### src/asev_pkg.sv
`default_nettype none
package asev_pkg;
  // ==========================================================
  // Register map (byte addresses, one 32-bit word each)
  localparam logic [4:0] REG_MASK = 5'h00;
  localparam logic [4:0] REG_CAUSE = 5'h04;
  localparam logic [4:0] REG_OPMODE = 5'h08;
  localparam logic [4:0] REG_ENV2 = 5'h0C;
  localparam logic [4:0] REG_ENV5 = 5'h10;
  localparam logic [4:0] REG_CMD = 5'h14;
  localparam logic [4:0] REG_STATUS = 5'h18;
  localparam logic [4:0] REG_FEED = 5'h1C;

  // ==========================================================
  // Field positions
  localparam int EV_LO = 4;
  localparam int EV_HI = 12;
  localparam int MSY_LO = 18;
  localparam int MAX_LO = 20;
  localparam int SYO_LO = 16;
  localparam int SYI_LO = 20;
  localparam int STOP_TRIGGER_MODE_SEL_BIT = 28;
  localparam int WATCH_X_BIT = 0;
  localparam int WATCH_Y_BIT = 1;

  // ==========================================================
  // Codes and reset values
  localparam logic [1:0] MSY_NOW = 2'h0;
  localparam logic [1:0] MSY_SYNC = 2'h2;
  localparam logic [1:0] MSY_STOP = 2'h3;
  localparam logic [1:0] SYI_X = 2'h0;
  localparam logic [1:0] SYI_Y = 2'h1;
  localparam logic [3:0] SYO_CMP_FIRST = 4'h1;
  localparam logic [3:0] SYO_CMP_LAST = 4'h5;
  localparam logic [3:0] SYO_EV_FIRST = 4'h8;
  localparam logic [3:0] SYO_ACC_DONE = 4'h9;
  localparam logic [3:0] SYO_EV_LAST = 4'hB;
  localparam logic [3:0] CND_STOPPED = 4'h0;
  localparam logic [3:0] CND_WAIT_SYNC = 4'h3;
  localparam logic [3:0] CND_WAIT_STOP = 4'h4;
  localparam logic [3:0] CND_RUNNING = 4'h8;
  localparam logic [15:0] CMD_FH_CONST = 16'h0351;
  localparam logic [31:0] MODE_CIRC = 32'h0000_0064;
  localparam logic [31:0] MODE_LINEAR = 32'h0000_0061;
  localparam logic [31:0] RST_WORD = 32'h0000_0000;

  typedef enum logic [3:0] {
    ST_IDLE = 4'b0001,
    ST_WSTOP = 4'b0010,
    ST_WSYNC = 4'b0100,
    ST_RUN = 4'b1000
  } asev_state_e;
endpackage
`default_nettype wire

### src/asev_axis.sv
`timescale 1ns/1ps
`default_nettype none
module asev_axis
  import asev_pkg::*;
#(
  parameter bit AXIS_IS_Y = 1'b0
) (
  input wire logic clock_in,
  input wire logic rst_in,
  input wire logic [4:0] avs_address_in,
  input wire logic avs_read_in,
  input wire logic avs_write_in,
  input wire logic [31:0] avs_writedata_in,
  input wire logic [3:0] avs_byteenable_in,
  output logic [31:0] avs_readdata_out,
  output logic avs_waitrequest_out,
  input wire logic ev_accel_start_in,
  input wire logic ev_accel_done_in,
  input wire logic ev_decel_start_in,
  input wire logic ev_decel_done_in,
  input wire logic [4:0] ev_cmp_hit_in,
  input wire logic op_done_in,
  input wire logic other_running_in,
  input wire logic other_irq_pending_in,
  input wire logic sync_x_in,
  input wire logic sync_y_in,
  output logic op_start_out,
  output logic [31:0] op_mode_out,
  output logic [31:0] op_feed_out,
  output logic op_interp_out,
  output logic running_out,
  output logic sync_out,
  output logic sync_mon_out,
  output logic irq_pending_out,
  output logic irq_n_out
);
  // ==========================================================
  // Registers
  asev_state_e state_q, state_d;
  logic [15:0] mask_q;
  logic [15:0] cause_q;
  logic [31:0] opmode_q;
  logic [31:0] feed_q;
  logic [31:0] env2_q;
  logic [31:0] env5_q;
  logic pending_q;
  logic armed_self_q;
  logic other_prev_q;
  logic wait_q;
  logic [31:0] rdata_q;
  logic [31:0] cur_mode_q;
  logic [31:0] cur_feed_q;
  logic start_q;
  logic sync_q;
  logic irq_n_q;
  logic irq_pend_q;
  logic interp_q;

  // ==========================================================
  // Avalon slave decode: one wait state, effect on the accept edge
  wire req = avs_read_in | avs_write_in;
  wire accept = req & ~wait_q;
  wire wr_acc = accept & avs_write_in;
  wire rd_acc = accept & avs_read_in;
  wire [31:0] bmask = {{8{avs_byteenable_in[3]}}, {8{avs_byteenable_in[2]}},
                       {8{avs_byteenable_in[1]}}, {8{avs_byteenable_in[0]}}};
  wire sel_mask = (avs_address_in == REG_MASK);
  wire sel_cause = (avs_address_in == REG_CAUSE);
  wire sel_opmode = (avs_address_in == REG_OPMODE);
  wire sel_env2 = (avs_address_in == REG_ENV2);
  wire sel_env5 = (avs_address_in == REG_ENV5);
  wire sel_cmd = (avs_address_in == REG_CMD);
  wire sel_status = (avs_address_in == REG_STATUS);
  wire sel_feed = (avs_address_in == REG_FEED);
  wire cmd_fh = wr_acc & sel_cmd & (avs_writedata_in[15:0] == CMD_FH_CONST);
  wire cause_clr = rd_acc & sel_cause;

  // ==========================================================
  // Field views
  wire [1:0] msy = opmode_q[MSY_LO+1:MSY_LO];
  wire [1:0] watch = opmode_q[MAX_LO+1:MAX_LO];
  wire enhanced = env2_q[STOP_TRIGGER_MODE_SEL_BIT];
  wire [3:0] syo = env5_q[SYO_LO+3:SYO_LO];
  wire [1:0] syi = env5_q[SYI_LO+1:SYI_LO];
  wire watch_self = AXIS_IS_Y ? watch[WATCH_Y_BIT] : watch[WATCH_X_BIT];
  wire watch_other = AXIS_IS_Y ? watch[WATCH_X_BIT] : watch[WATCH_Y_BIT];
  wire other_fall = other_prev_q & ~other_running_in;
  wire is_run = (state_q == ST_RUN);

  // ==========================================================
  // Events, sync timing select and sync source
  wire [15:0] ev_vec = {3'b000, ev_cmp_hit_in, ev_decel_done_in, ev_decel_start_in,
                        ev_accel_done_in, ev_accel_start_in, 4'h0};
  wire syo_cmp = (syo >= SYO_CMP_FIRST) && (syo <= SYO_CMP_LAST);
  wire syo_ev = (syo >= SYO_EV_FIRST) && (syo <= SYO_EV_LAST);
  wire [3:0] syo_idx_cmp = syo + 4'd7;
  wire [3:0] syo_idx_ev = syo - 4'd4;
  wire sync_fire = syo_cmp ? ev_vec[syo_idx_cmp] : (syo_ev ? ev_vec[syo_idx_ev] : 1'b0);
  wire sync_src = (syi == SYI_Y) ? sync_y_in : ((syi == SYI_X) ? sync_x_in : 1'b0);

  // Legacy mode blocks an axis naming itself: it is already stopped
  wire stop_blocked = ~enhanced & watch_self;
  wire other_ok = ~watch_other | ~other_running_in;
  wire stop_seen = (watch_other & other_fall) | armed_self_q;
  wire stop_trig = ~stop_blocked & (watch != 2'b00) & other_ok & stop_seen;

  // Next operation launch when a start is accepted or the queue drains
  wire launch_idle = cmd_fh & (state_q == ST_IDLE);
  wire launch_q = is_run & op_done_in & pending_q;
  wire launch = launch_idle | launch_q;
  wire go_now = (state_q == ST_WSTOP & stop_trig) | (state_q == ST_WSYNC & sync_src);

  always_comb begin
    state_d = state_q;
    case (state_q)
      ST_IDLE: begin
        if (launch_idle) begin
          if (msy == MSY_STOP) state_d = ST_WSTOP;
          else if (msy == MSY_SYNC) state_d = ST_WSYNC;
          else state_d = ST_RUN;
        end
      end
      ST_WSTOP: begin
        if (stop_trig) state_d = ST_RUN;
      end
      ST_WSYNC: begin
        if (sync_src) state_d = ST_RUN;
      end
      ST_RUN: begin
        if (launch_q) begin
          if (msy == MSY_STOP) state_d = ST_WSTOP;
          else if (msy == MSY_SYNC) state_d = ST_WSYNC;
          else state_d = ST_RUN;
        end else if (op_done_in) begin
          state_d = ST_IDLE;
        end
      end
      default: state_d = ST_IDLE;
    endcase
  end

  wire [3:0] cnd = (state_q == ST_WSTOP) ? CND_WAIT_STOP :
                   (state_q == ST_WSYNC) ? CND_WAIT_SYNC :
                   (state_q == ST_RUN) ? CND_RUNNING : CND_STOPPED;
  wire direct_start = launch & (msy == MSY_NOW);
  wire start_d = direct_start | go_now;

  // ==========================================================
  // Cause flags: set wins over the read clear
  logic [15:0] cause_d;
  genvar gi;
  generate
    for (gi = 0; gi < 16; gi++) begin : g_cause
      if (gi >= EV_LO && gi <= EV_HI) begin : g_live
        wire set_b = ev_vec[gi] & mask_q[gi];
        assign cause_d[gi] = set_b | (cause_q[gi] & ~cause_clr);
      end else begin : g_zero
        assign cause_d[gi] = 1'b0;
      end
    end
  endgenerate

  wire own_pend = |cause_d;
  wire [31:0] status_word = {26'h0, other_running_in, is_run, cnd};
  wire [31:0] rd_mux = sel_cause ? {16'h0, cause_q} :
                       sel_opmode ? opmode_q :
                       sel_env2 ? env2_q :
                       sel_env5 ? env5_q :
                       sel_status ? status_word :
                       sel_feed ? feed_q : RST_WORD;

  // ==========================================================
  // Bus and configuration registers
  always_ff @(posedge clock_in or posedge rst_in) begin
    if (rst_in) begin
      wait_q <= 1'b1;
      rdata_q <= RST_WORD;
    end else begin
      wait_q <= ~(req & wait_q);
      if (req & wait_q) rdata_q <= avs_read_in ? rd_mux : RST_WORD;
    end
  end

  always_ff @(posedge clock_in or posedge rst_in) begin
    if (rst_in) begin
      mask_q <= 16'h0000;
      opmode_q <= RST_WORD;
      feed_q <= RST_WORD;
      env2_q <= RST_WORD;
      env5_q <= RST_WORD;
    end else begin
      if (wr_acc & sel_mask) mask_q <= (mask_q & ~bmask[15:0]) | (avs_writedata_in[15:0] & bmask[15:0]);
      if (wr_acc & sel_opmode) opmode_q <= (opmode_q & ~bmask) | (avs_writedata_in & bmask);
      if (wr_acc & sel_feed) feed_q <= (feed_q & ~bmask) | (avs_writedata_in & bmask);
      if (wr_acc & sel_env2) env2_q <= (env2_q & ~bmask) | (avs_writedata_in & bmask);
      if (wr_acc & sel_env5) env5_q <= (env5_q & ~bmask) | (avs_writedata_in & bmask);
    end
  end

  // ==========================================================
  // Sequencing state
  always_ff @(posedge clock_in or posedge rst_in) begin
    if (rst_in) begin
      state_q <= ST_IDLE;
      pending_q <= 1'b0;
      armed_self_q <= 1'b0;
      other_prev_q <= 1'b0;
      cur_mode_q <= RST_WORD;
      cur_feed_q <= RST_WORD;
      interp_q <= 1'b0;
      start_q <= 1'b0;
    end else begin
      state_q <= state_d;
      other_prev_q <= other_running_in;
      start_q <= start_d;
      // A start while busy queues the pre-register contents
      if (cmd_fh & (state_q != ST_IDLE)) pending_q <= 1'b1;
      else if (launch_q) pending_q <= 1'b0;
      if (launch) begin
        cur_mode_q <= opmode_q;
        cur_feed_q <= feed_q;
        interp_q <= (opmode_q == MODE_CIRC) | (opmode_q == MODE_LINEAR);
      end
      // Own finish counts as the awaited stop only in enhanced mode
      if (launch_q & (msy == MSY_STOP)) armed_self_q <= enhanced & watch_self;
      else if (state_q != ST_WSTOP) armed_self_q <= 1'b0;
    end
  end

  // ==========================================================
  // Outputs
  always_ff @(posedge clock_in or posedge rst_in) begin
    if (rst_in) begin
      cause_q <= 16'h0000;
      sync_q <= 1'b0;
      irq_n_q <= 1'b1;
      irq_pend_q <= 1'b0;
    end else begin
      cause_q <= cause_d;
      sync_q <= sync_fire;
      irq_pend_q <= own_pend;
      irq_n_q <= ~(own_pend | other_irq_pending_in);
    end
  end

  assign avs_readdata_out = rdata_q;
  assign avs_waitrequest_out = wait_q;
  assign op_start_out = start_q;
  assign op_mode_out = cur_mode_q;
  assign op_feed_out = cur_feed_q;
  assign op_interp_out = interp_q;
  // One-hot run bit, so the pin is a plain flop output
  assign running_out = state_q[3];
  assign sync_out = sync_q;
  assign sync_mon_out = sync_q;
  assign irq_pending_out = irq_pend_q;
  assign irq_n_out = irq_n_q;

  // ==========================================================
  // Checks
  property p_mask_gate;
    @(posedge clock_in) disable iff (rst_in)
    (ev_accel_start_in & ~mask_q[4]) & ~cause_q[4] |=> ~cause_q[4];
  endproperty
  a_mask_gate: assert property (p_mask_gate) else $error("masked accel start latched");

  property p_cmp_latch;
    @(posedge clock_in) disable iff (rst_in)
    ev_cmp_hit_in[2] & mask_q[10] |=> cause_q[10] ##1 ~irq_n_out;
  endproperty
  a_cmp_latch: assert property (p_cmp_latch) else $error("comparator cause missing");

  property p_cause_hold;
    @(posedge clock_in) disable iff (rst_in)
    cause_q[5] & ~cause_clr |=> cause_q[5];
  endproperty
  a_cause_hold: assert property (p_cause_hold) else $error("cause lost without read");

  property p_cmp_cause;
    @(posedge clock_in) disable iff (rst_in)
    $rose(cause_q[12]) |-> $past(ev_cmp_hit_in[4] & mask_q[12]);
  endproperty
  a_cmp_cause: assert property (p_cmp_cause) else $error("cause 12 without event");

  property p_stop_start;
    @(posedge clock_in) disable iff (rst_in)
    state_q == ST_WSTOP && stop_trig |=> is_run && op_start_out;
  endproperty
  a_stop_start: assert property (p_stop_start) else $error("stop trigger did not start");

  property p_legacy_self;
    @(posedge clock_in) disable iff (rst_in)
    state_q == ST_WSTOP && ~enhanced && watch_self |=> state_q == ST_WSTOP;
  endproperty
  a_legacy_self: assert property (p_legacy_self) else $error("legacy self watch started");

  property p_queue_run;
    @(posedge clock_in) disable iff (rst_in)
    is_run && op_done_in && pending_q && msy == MSY_NOW |=> is_run && op_start_out;
  endproperty
  a_queue_run: assert property (p_queue_run) else $error("queued op not started");

  property p_sync_wait;
    @(posedge clock_in) disable iff (rst_in)
    state_q == ST_WSYNC && ~sync_src |=> state_q == ST_WSYNC;
  endproperty
  a_sync_wait: assert property (p_sync_wait) else $error("left sync wait early");

  property p_acc_sync;
    @(posedge clock_in) disable iff (rst_in)
    syo == SYO_ACC_DONE && ev_accel_done_in |=> sync_out && sync_mon_out;
  endproperty
  a_acc_sync: assert property (p_acc_sync) else $error("no sync at accel done");

  property p_cnd_codes;
    @(posedge clock_in) disable iff (rst_in)
    (rd_acc && sel_status && $past(state_q) == ST_WSTOP |-> avs_readdata_out[3:0] == CND_WAIT_STOP) and
    (rd_acc && sel_status && $past(state_q) == ST_WSYNC |-> avs_readdata_out[3:0] == CND_WAIT_SYNC);
  endproperty
  a_cnd_codes: assert property (p_cnd_codes) else $error("wrong wait status code");

  property p_clear;
    @(posedge clock_in) disable iff (rst_in)
    cause_clr && ev_vec == 16'h0000 |=> cause_q == 16'h0000;
  endproperty
  a_clear: assert property (p_clear) else $error("cause read did not clear");

  property p_irq_all;
    @(posedge clock_in) disable iff (rst_in)
    other_irq_pending_in |=> ~irq_n_out;
  endproperty
  a_irq_all: assert property (p_irq_all) else $error("irq released while other pending");

  property p_cmd_start;
    @(posedge clock_in) disable iff (rst_in)
    state_q == ST_IDLE && cmd_fh && msy == MSY_NOW |=> is_run && op_start_out;
  endproperty
  a_cmd_start: assert property (p_cmd_start) else $error("start command did not start");

  property p_both_wait;
    @(posedge clock_in) disable iff (rst_in)
    state_q == ST_WSTOP && watch_other && other_running_in |=> state_q == ST_WSTOP;
  endproperty
  a_both_wait: assert property (p_both_wait) else $error("started while watched axis runs");

  property p_self_chain;
    @(posedge clock_in) disable iff (rst_in)
    state_q == ST_WSTOP && armed_self_q && enhanced && watch_self && other_ok |=> is_run && op_start_out;
  endproperty
  a_self_chain: assert property (p_self_chain) else $error("own finish did not start queued op");

  c_stop_start: cover property (@(posedge clock_in) disable iff (rst_in) state_q == ST_WSTOP ##1 is_run);
  c_sync_start: cover property (@(posedge clock_in) disable iff (rst_in) state_q == ST_WSYNC ##1 is_run);
  c_chain: cover property (@(posedge clock_in) disable iff (rst_in) launch_q);
  c_both: cover property (@(posedge clock_in) disable iff (rst_in) state_q == ST_WSTOP && watch == 2'b11 ##1 is_run);
  c_clear: cover property (@(posedge clock_in) disable iff (rst_in) cause_clr && cause_q != 16'h0000);
endmodule
`default_nettype wire

### config.mk
export PLATFORM = sky130hd
export DESIGN_NAME = asev_axis
export DESIGN_NICKNAME = d
export VERILOG_FILES = /design/src/asev_pkg.sv /design/src/asev_axis.sv
export SDC_FILE = /design/constraint.sdc
export NUM_CORES = 1
export LEC_CHECK = 0
export BUFFER_PORTS_ARGS = -buffer_cell sky130_fd_sc_hd__buf_2
export CELL_PAD_IN_SITES_DETAIL_PLACEMENT = 1
export CELL_PAD_IN_SITES_GLOBAL_PLACEMENT = 1
export CORE_ASPECT_RATIO = 0.8
export CORE_MARGIN = 1.5
export CORE_UTILIZATION = 48
export CTS_BUF_LIST = sky130_fd_sc_hd__clkbuf_8
export CTS_CLUSTER_DIAMETER = 60
export DETAILED_ROUTE_END_ITERATION = 10
export PLACE_DENSITY_LB_ADDON = 0.1
export SYNTH_ARGS = -nofsm -noshare
export SYNTH_HDL_FRONTEND = slang
export SYNTH_SLANG_ARGS = --single-unit
### constraint.sdc
create_clock -name clock_in -period 9.3 [get_ports clock_in]
set_input_delay 1.395 -clock clock_in [delete_from_list [all_inputs] [get_ports clock_in]]
set_output_delay 1.395 -clock clock_in [all_outputs]
set_load 0.1 [all_outputs]
==> metrics.yaml, run 1 <==
syn_avg_cell_area_sq_um: 13.15
core_sq_um: 22680
synth_ff_type: "dfrtp_1"
grt_max_degree: 129
yosys.cell_types.count: 59
dr.pass1.iters: 4
post_cts_resized: 0
num_vias: 8192
ys_ff_latch: 255
clock_sinks: 255
crit_path_end_kind: "flip-flop"
p_sw_uw: 740.2
cts_hold_buf: 0
ys_warn_count: 0
drive_above_1_share: 0.4287
path_clk_slew_ps: 60
drc: 0
combPwrFrac: 0.117
h-tree-depth: 2
required_ps: 9710
synth_area_sq_um: 11230
finalSetupViolations: 0
relSlewSlack: 0.2802
syn-num-nets: 919
fin_tns_setup_ps: 0
nets: 1095
pwr-share-clk: 0.396
place_ws_ps: 4961
arrival_ps: 4280
synth_edf_count: 0
dieHeight_um: 139.8
async_flop_share: 1.000
timing.final.ws_setup_ps: 5435
row_count: 49
die-area_sq_um: 24320
area_delta_synth_final_pct: 17.72
tritoncts: "done"
antenna_found_initial: 0
grt_pass1_vias: 8790
cts_buffer_depth: 3
vias_per_cell: 6.001
p_int_mw: 1.893
critPathKind: "in -> reg"
hold_viol: 0
cts_buffers: 43
crit_path_start_kind: "input pin"
fp.dieW_um: 174.0
grtUsageTotal: 0.2772
p_sw_frac: 0.2811
crit_fanout: 24
grt_overflow: 0
min_period_ps: 3865
status: "completed"
maxSlewViolCount: 0
drt_wl_total_mm: 32.54
drt-initial-drc-count: 582
p_seq_frac: 0.487
clock_latency_ps: 540
power_density_nw_per_um2: 199.2
io_buffers: 162
hold_path.class: "reg -> reg"
post_cts_buffers: 0
ir_drop_v: 0.0001180
fin_crit_sh: 0.4156
rsz0062_at_grt: "no"
dp_hpwl_mm: 22.24
place.gp.congestion: 0.8588
synthCells: 854
leakage_nw: 6.684
skew_ps: 15.91
num_antenna_cells: 0
root_buffer: "clkbuf_8"
wire_per_inst_um: 23.84
grt_pass1_wl_mm: 51.76
seq_area_frac_synth: 0.5686
drv_cap: 0
tightest_slew_ps: 1076
ios: 163
ant_nets: 0
utilization: 0.5827
fmax_mhz: 258.7
start_util: 0.4950
logic make-up (layout without fill, tap and decap cells):
family	Yosys count	count (layout)	synth area share
XOR/XNOR	3	3	0.002341
AO/OA/AOI/OAI	191	191	0.1163
AND/OR/NAND/NOR	132	132	0.06185
adder cells (fa/ha/maj)	6	6	0.006686
flip-flops	255	255	0.5686
buffers and inverters	50	255	0.02117
multiplexers	217	217	0.2230
layout make-up:
cell class	instances	area (sq um)
Clock buffer	60	825.8
Clock inverter	14	80.08
Fill cell	2351	9467
Inverter	10	45.04
Multi-Input combinational cell	549	4621
Sequential cell	255	6385
Tap cell	306	382.9
Timing Repair Buffer	171	878.3
cell usage after synthesis, types with 2 or more instances:
cell type	n	area share
inv_1	10	0.0033
a22o_1	13	0.010
and3_1	2	0.0011
o31ai_1	9	0.0060
nand2_1	30	0.010
nor4_1	8	0.0045
mux2_2	191	0.19
dfstp_2	3	0.0070
ha_1	6	0.0067
o21ai_0	63	0.028
o221ai_1	4	0.0031
a21boi_0	7	0.0047
o22ai_1	2	0.0011
nand4b_1	3	0.0023
nand4_1	7	0.0039
mux2_4	16	0.021
a21oi_1	26	0.012
nor2b_1	12	0.0067
a221oi_1	3	0.0023
mux2i_1	9	0.0080
buf_6	3	0.0030
buf_1	4	0.0013
nor4b_1	6	0.0047
or4b_2	2	0.0018
a221o_1	19	0.017
nand2b_1	2	0.0011
nand3_1	10	0.0045
nor3_1	3	0.0013
buf_4	2	0.0013
a22oi_1	32	0.021
or4_1	2	0.0013
nor2_1	35	0.012
clkbuf_1	23	0.0077
xnor2_1	2	0.0016
and2_1	4	0.0022
buf_2	7	0.0031
dfrtp_1	252	0.56
layer usage:
| metal | routed length (um) | GRT usage | up-vias |
|---|---|---|---|
| met1 | 14880 | 0.3920 | 4323 |
| met2 | 14980 | 0.4364 | 256 |
| li1 | - | - | 3558 |
| met4 | 717 | 0.08303 | 0 |
| met5 | 0 | 0 | - |
| met3 | 1963 | 0.05191 | 55 |
power by group through the flow:
| stage | combinational [mW] | sequential [mW] | clock, mW |
|---|---|---|---|
| 2_1_floorplan | 0.175 | 1.31 | 0 |
| 3_3_place_gp | 0.301 | 1.29 | 0 |
| 3_5_place_dp | 0.308 | 1.30 | 0 |
| 4_1_cts | 0.310 | 1.28 | 1.07 |
| 5_1_grt | 0.334 | 1.29 | 1.12 |
| 6_report | 0.308 | 1.28 | 1.04 |
per-stage QoR:
step | hold slack [ps] | power, mW | area (sq um) | std cells
CTS | 497.7 | 2.655 | 13220 | 1365
global route | 514.9 | 2.740 | 13220 | 1365
detailed placement | 477.0 | 1.605 | 12310 | 1291
finish | 496.1 | 2.633 | 13220 | 1365
floorplan | 470.8 | 1.483 | 11230 | 854
global placement | 481.8 | 1.595 | 12310 | 1291
worst paths after layout:
path / slack (ps) / start / cells past startpoint / to
worst max-delay path: 5430 / avs_address_in[2] / 5 / flip-flop
worst min-delay path: 500 / avs_readdata_out[3] / 2 / avs_readdata_out[3]
worst max register to register: 6420 / avs_waitrequest_out / 5 / op_feed_out[3]
worst min register to register: 500 / avs_readdata_out[3] / 2 / avs_readdata_out[3]
max in group asynchronous: 6830 / rst_in / 3 / op_mode_out[30]
min in group asynchronous: 1030 / rst_in / 2 / asynchronous set/reset pin
cells in the final DEF, fill, tap and decap left out, types with 10 or more instances in the layout:
cell        n
dfrtp_1   252
mux2_2    191
buf_2     162
o21ai_0    63
clkbuf_8   60
nor2_1     35
a22oi_1    32
nand2_1    30
a21oi_1    26
inv_1      21
a221o_1    19
mux2_4     16
a22o_1     13
nor2b_1    12
nand3_1    10
worst max-delay path: stages:
cell	delay [ps]
buf_2	400
and2_1	500
nand2_1	670
nor2_1	880
mux2_2	420
Note: power is estimated with default switching activity, not from simulation.
==> inputs of run 2 (changes only) <==
- clock period: 9.3 -> 3.72 ns (I/O delays scaled with it)
==> run 2 against run 1 <==
Against the previous run:
- sequential share of layout area down 0.42 points
- hold slack worse by 370 ps
- global-route usage down 0.15 points
- design area is 0.87% higher
- clock power rose by 130%
- routed wire length increased by 0.41%
- largest cell class unchanged
- largest power group unchanged
- highest routed layer unchanged
==> metrics.yaml, run 2 (synthesis results as in run 1) <==
clock_latency_ps: 550  # about the same
hold_viol: 0  # unchanged
rsz0062_at_grt: "no"
grt_max_degree: 138  # +7.0%
critical_path_depth: 6  # +1
relSlewSlack: 0.3505  # +0.07022
place.gp.congestion: 0.8322  # -3.1%
antenna_found_initial: 1  # +1
power_density_nw_per_um2: 479.0  # +140%
path_delay_family: "compound AO/OA/AOI/OAI gates"
fmax_mhz: 398.4
crit_chain: "nor2b_1 > buf_4 > nand4_1 > o21ba_4 > buf_12 > mux2_2"
fp.dieW_um: 174.0  # unchanged
tightest_slew_ps: 974.3  # -101.4 ps
drt_wl_total_mm: 32.68  # +0.41%
design_area_sq_um: 13330  # +0.87%
io_buffers: 162  # unchanged
grt_overflow: 0  # unchanged
cts_buffer_depth: 3  # unchanged
core_sq_um: 22680  # unchanged
skew_ps: 18.16  # +2.241 ps
status: "completed"
dieHeight_um: 139.8  # unchanged
leakage_nw: 6.783  # +1.5%
num_antenna_cells: 0  # unchanged
num_vias: 8151  # -0.50%
multi_input_area_sq_um: 4621  # unchanged
critPathSlowestCell: "o21ba_4"
hold_path.class: "in -> reg"
nFillCells: 2368  # +0.72%
critPathBufInv: 2  # +1
dr.pass1.iters: 4  # unchanged
wire_per_inst_um: 23.54  # -1.3%
ios: 163  # unchanged
ff2ff_setup_slack_ps: 1210  # -5210 ps
nets: 1118  # +2.1%
critPathKind: "reg -> reg"
dp_hpwl_mm: 22.94  # +3.1%
h-tree-depth: 2  # unchanged
maxSlewViolCount: 0  # unchanged
row_count: 49  # unchanged
cts_buffers: 42  # -2.3%
ff2ff_path_depth: 6  # +1
place_area_sq_um: 12530  # +1.7%
clock_sinks: 255  # unchanged
post_cts_buffers: 0  # unchanged
required_ps: 4130  # -5580 ps
tritoncts: "done"
grt_pass1_vias: 8688  # -1.2%
fin_crit_sh: 0.6748
final-seq-area_sq_um: 6385  # unchanged
crit_fanout: 52  # +120%
utilization: 0.5878  # +0.005074
start_util: 0.4950  # unchanged
finalPower_mw: 6.386  # +140%
cts_hold_buf: 0  # unchanged
post_cts_resized: 0  # unchanged
timing.hold.ws_ps: 128.9  # -367.3 ps
die-area_sq_um: 24320  # unchanged
min_path_cells: 2  # unchanged
path_clk_slew_ps: 60  # about the same
vias_per_cell: 5.872  # -2.1%
arrival_ps: 2920  # -1360 ps
crit_path_start_kind: "flip-flop"
min_period_ps: 2510
ir_drop_v: 0.0002790  # +140%
ant_nets: 0  # unchanged
finalSetupViolations: 0  # unchanged
drc: 0  # unchanged
drt-initial-drc-count: 556  # -4.5%
mostFrequentLayoutCells: "252 x dfrtp_1, 191 x mux2_2, 162 x buf_2"
drv_cap: 0  # unchanged
place_ws_ps: 693.2  # -4268 ps
area_delta_synth_final_pct: 18.74
grt_pass1_wl_mm: 51.54  # -0.43%
drive_above_1_share: 0.4344  # +0.005674
grtUsageTotal: 0.2757  # -0.001491
final_common_cell: "dfrtp_1"
crit_path_end_kind: "flip-flop"
timing.final.ws_setup_ps: 1210  # -4225 ps
critPathMaxStageDelay_ps: 790  # -90 ps
root_buffer: "clkbuf_8"
## run 2: per-layer routing
metal,part of all wire,vias to the layer above,global-route usage
met3,0.046,43,0.04727
met4,0.018,0,0.07441
li1,-,3594,-
met2,0.46,226,0.4326
met1,0.47,4288,0.3973
met5,0,-,0
## run 2: area by class of cell
type	count	share of cell area
clock buffers	50	0.05161
flip-flops and latches	255	0.4789
multi-input cells	549	0.3466
clock inverters	23	0.008915
repair buffers	195	0.08221
well taps	306	0.02872
inverters	10	0.003097
## run 2: path summary, 6_finish.rpt
check                                           from                          to
worst max-delay path             avs_waitrequest_out              op_mode_out[7]
worst max register to register   avs_waitrequest_out              op_mode_out[7]
worst min register to register             flip-flop                   flip-flop
min in group asynchronous                     rst_in  asynchronous set/reset pin
worst min-delay path            other_irq_pending_in                   irq_n_out
max in group asynchronous                     rst_in  asynchronous set/reset pin
## run 2: metrics by stage
step / instances / TNS [ps]
after floorplan: 854 / -48680
after global placement: 1315 / 0
after detailed placement: 1315 / 0
after CTS: 1388 / 0
after global routing: 1388 / 0
final: 1388 / 0
## run 2: power by group
group	internal, mW	switching, mW
Clock	1.28	1.12
Sequential	2.97	0.224
Combinational	0.290	0.499
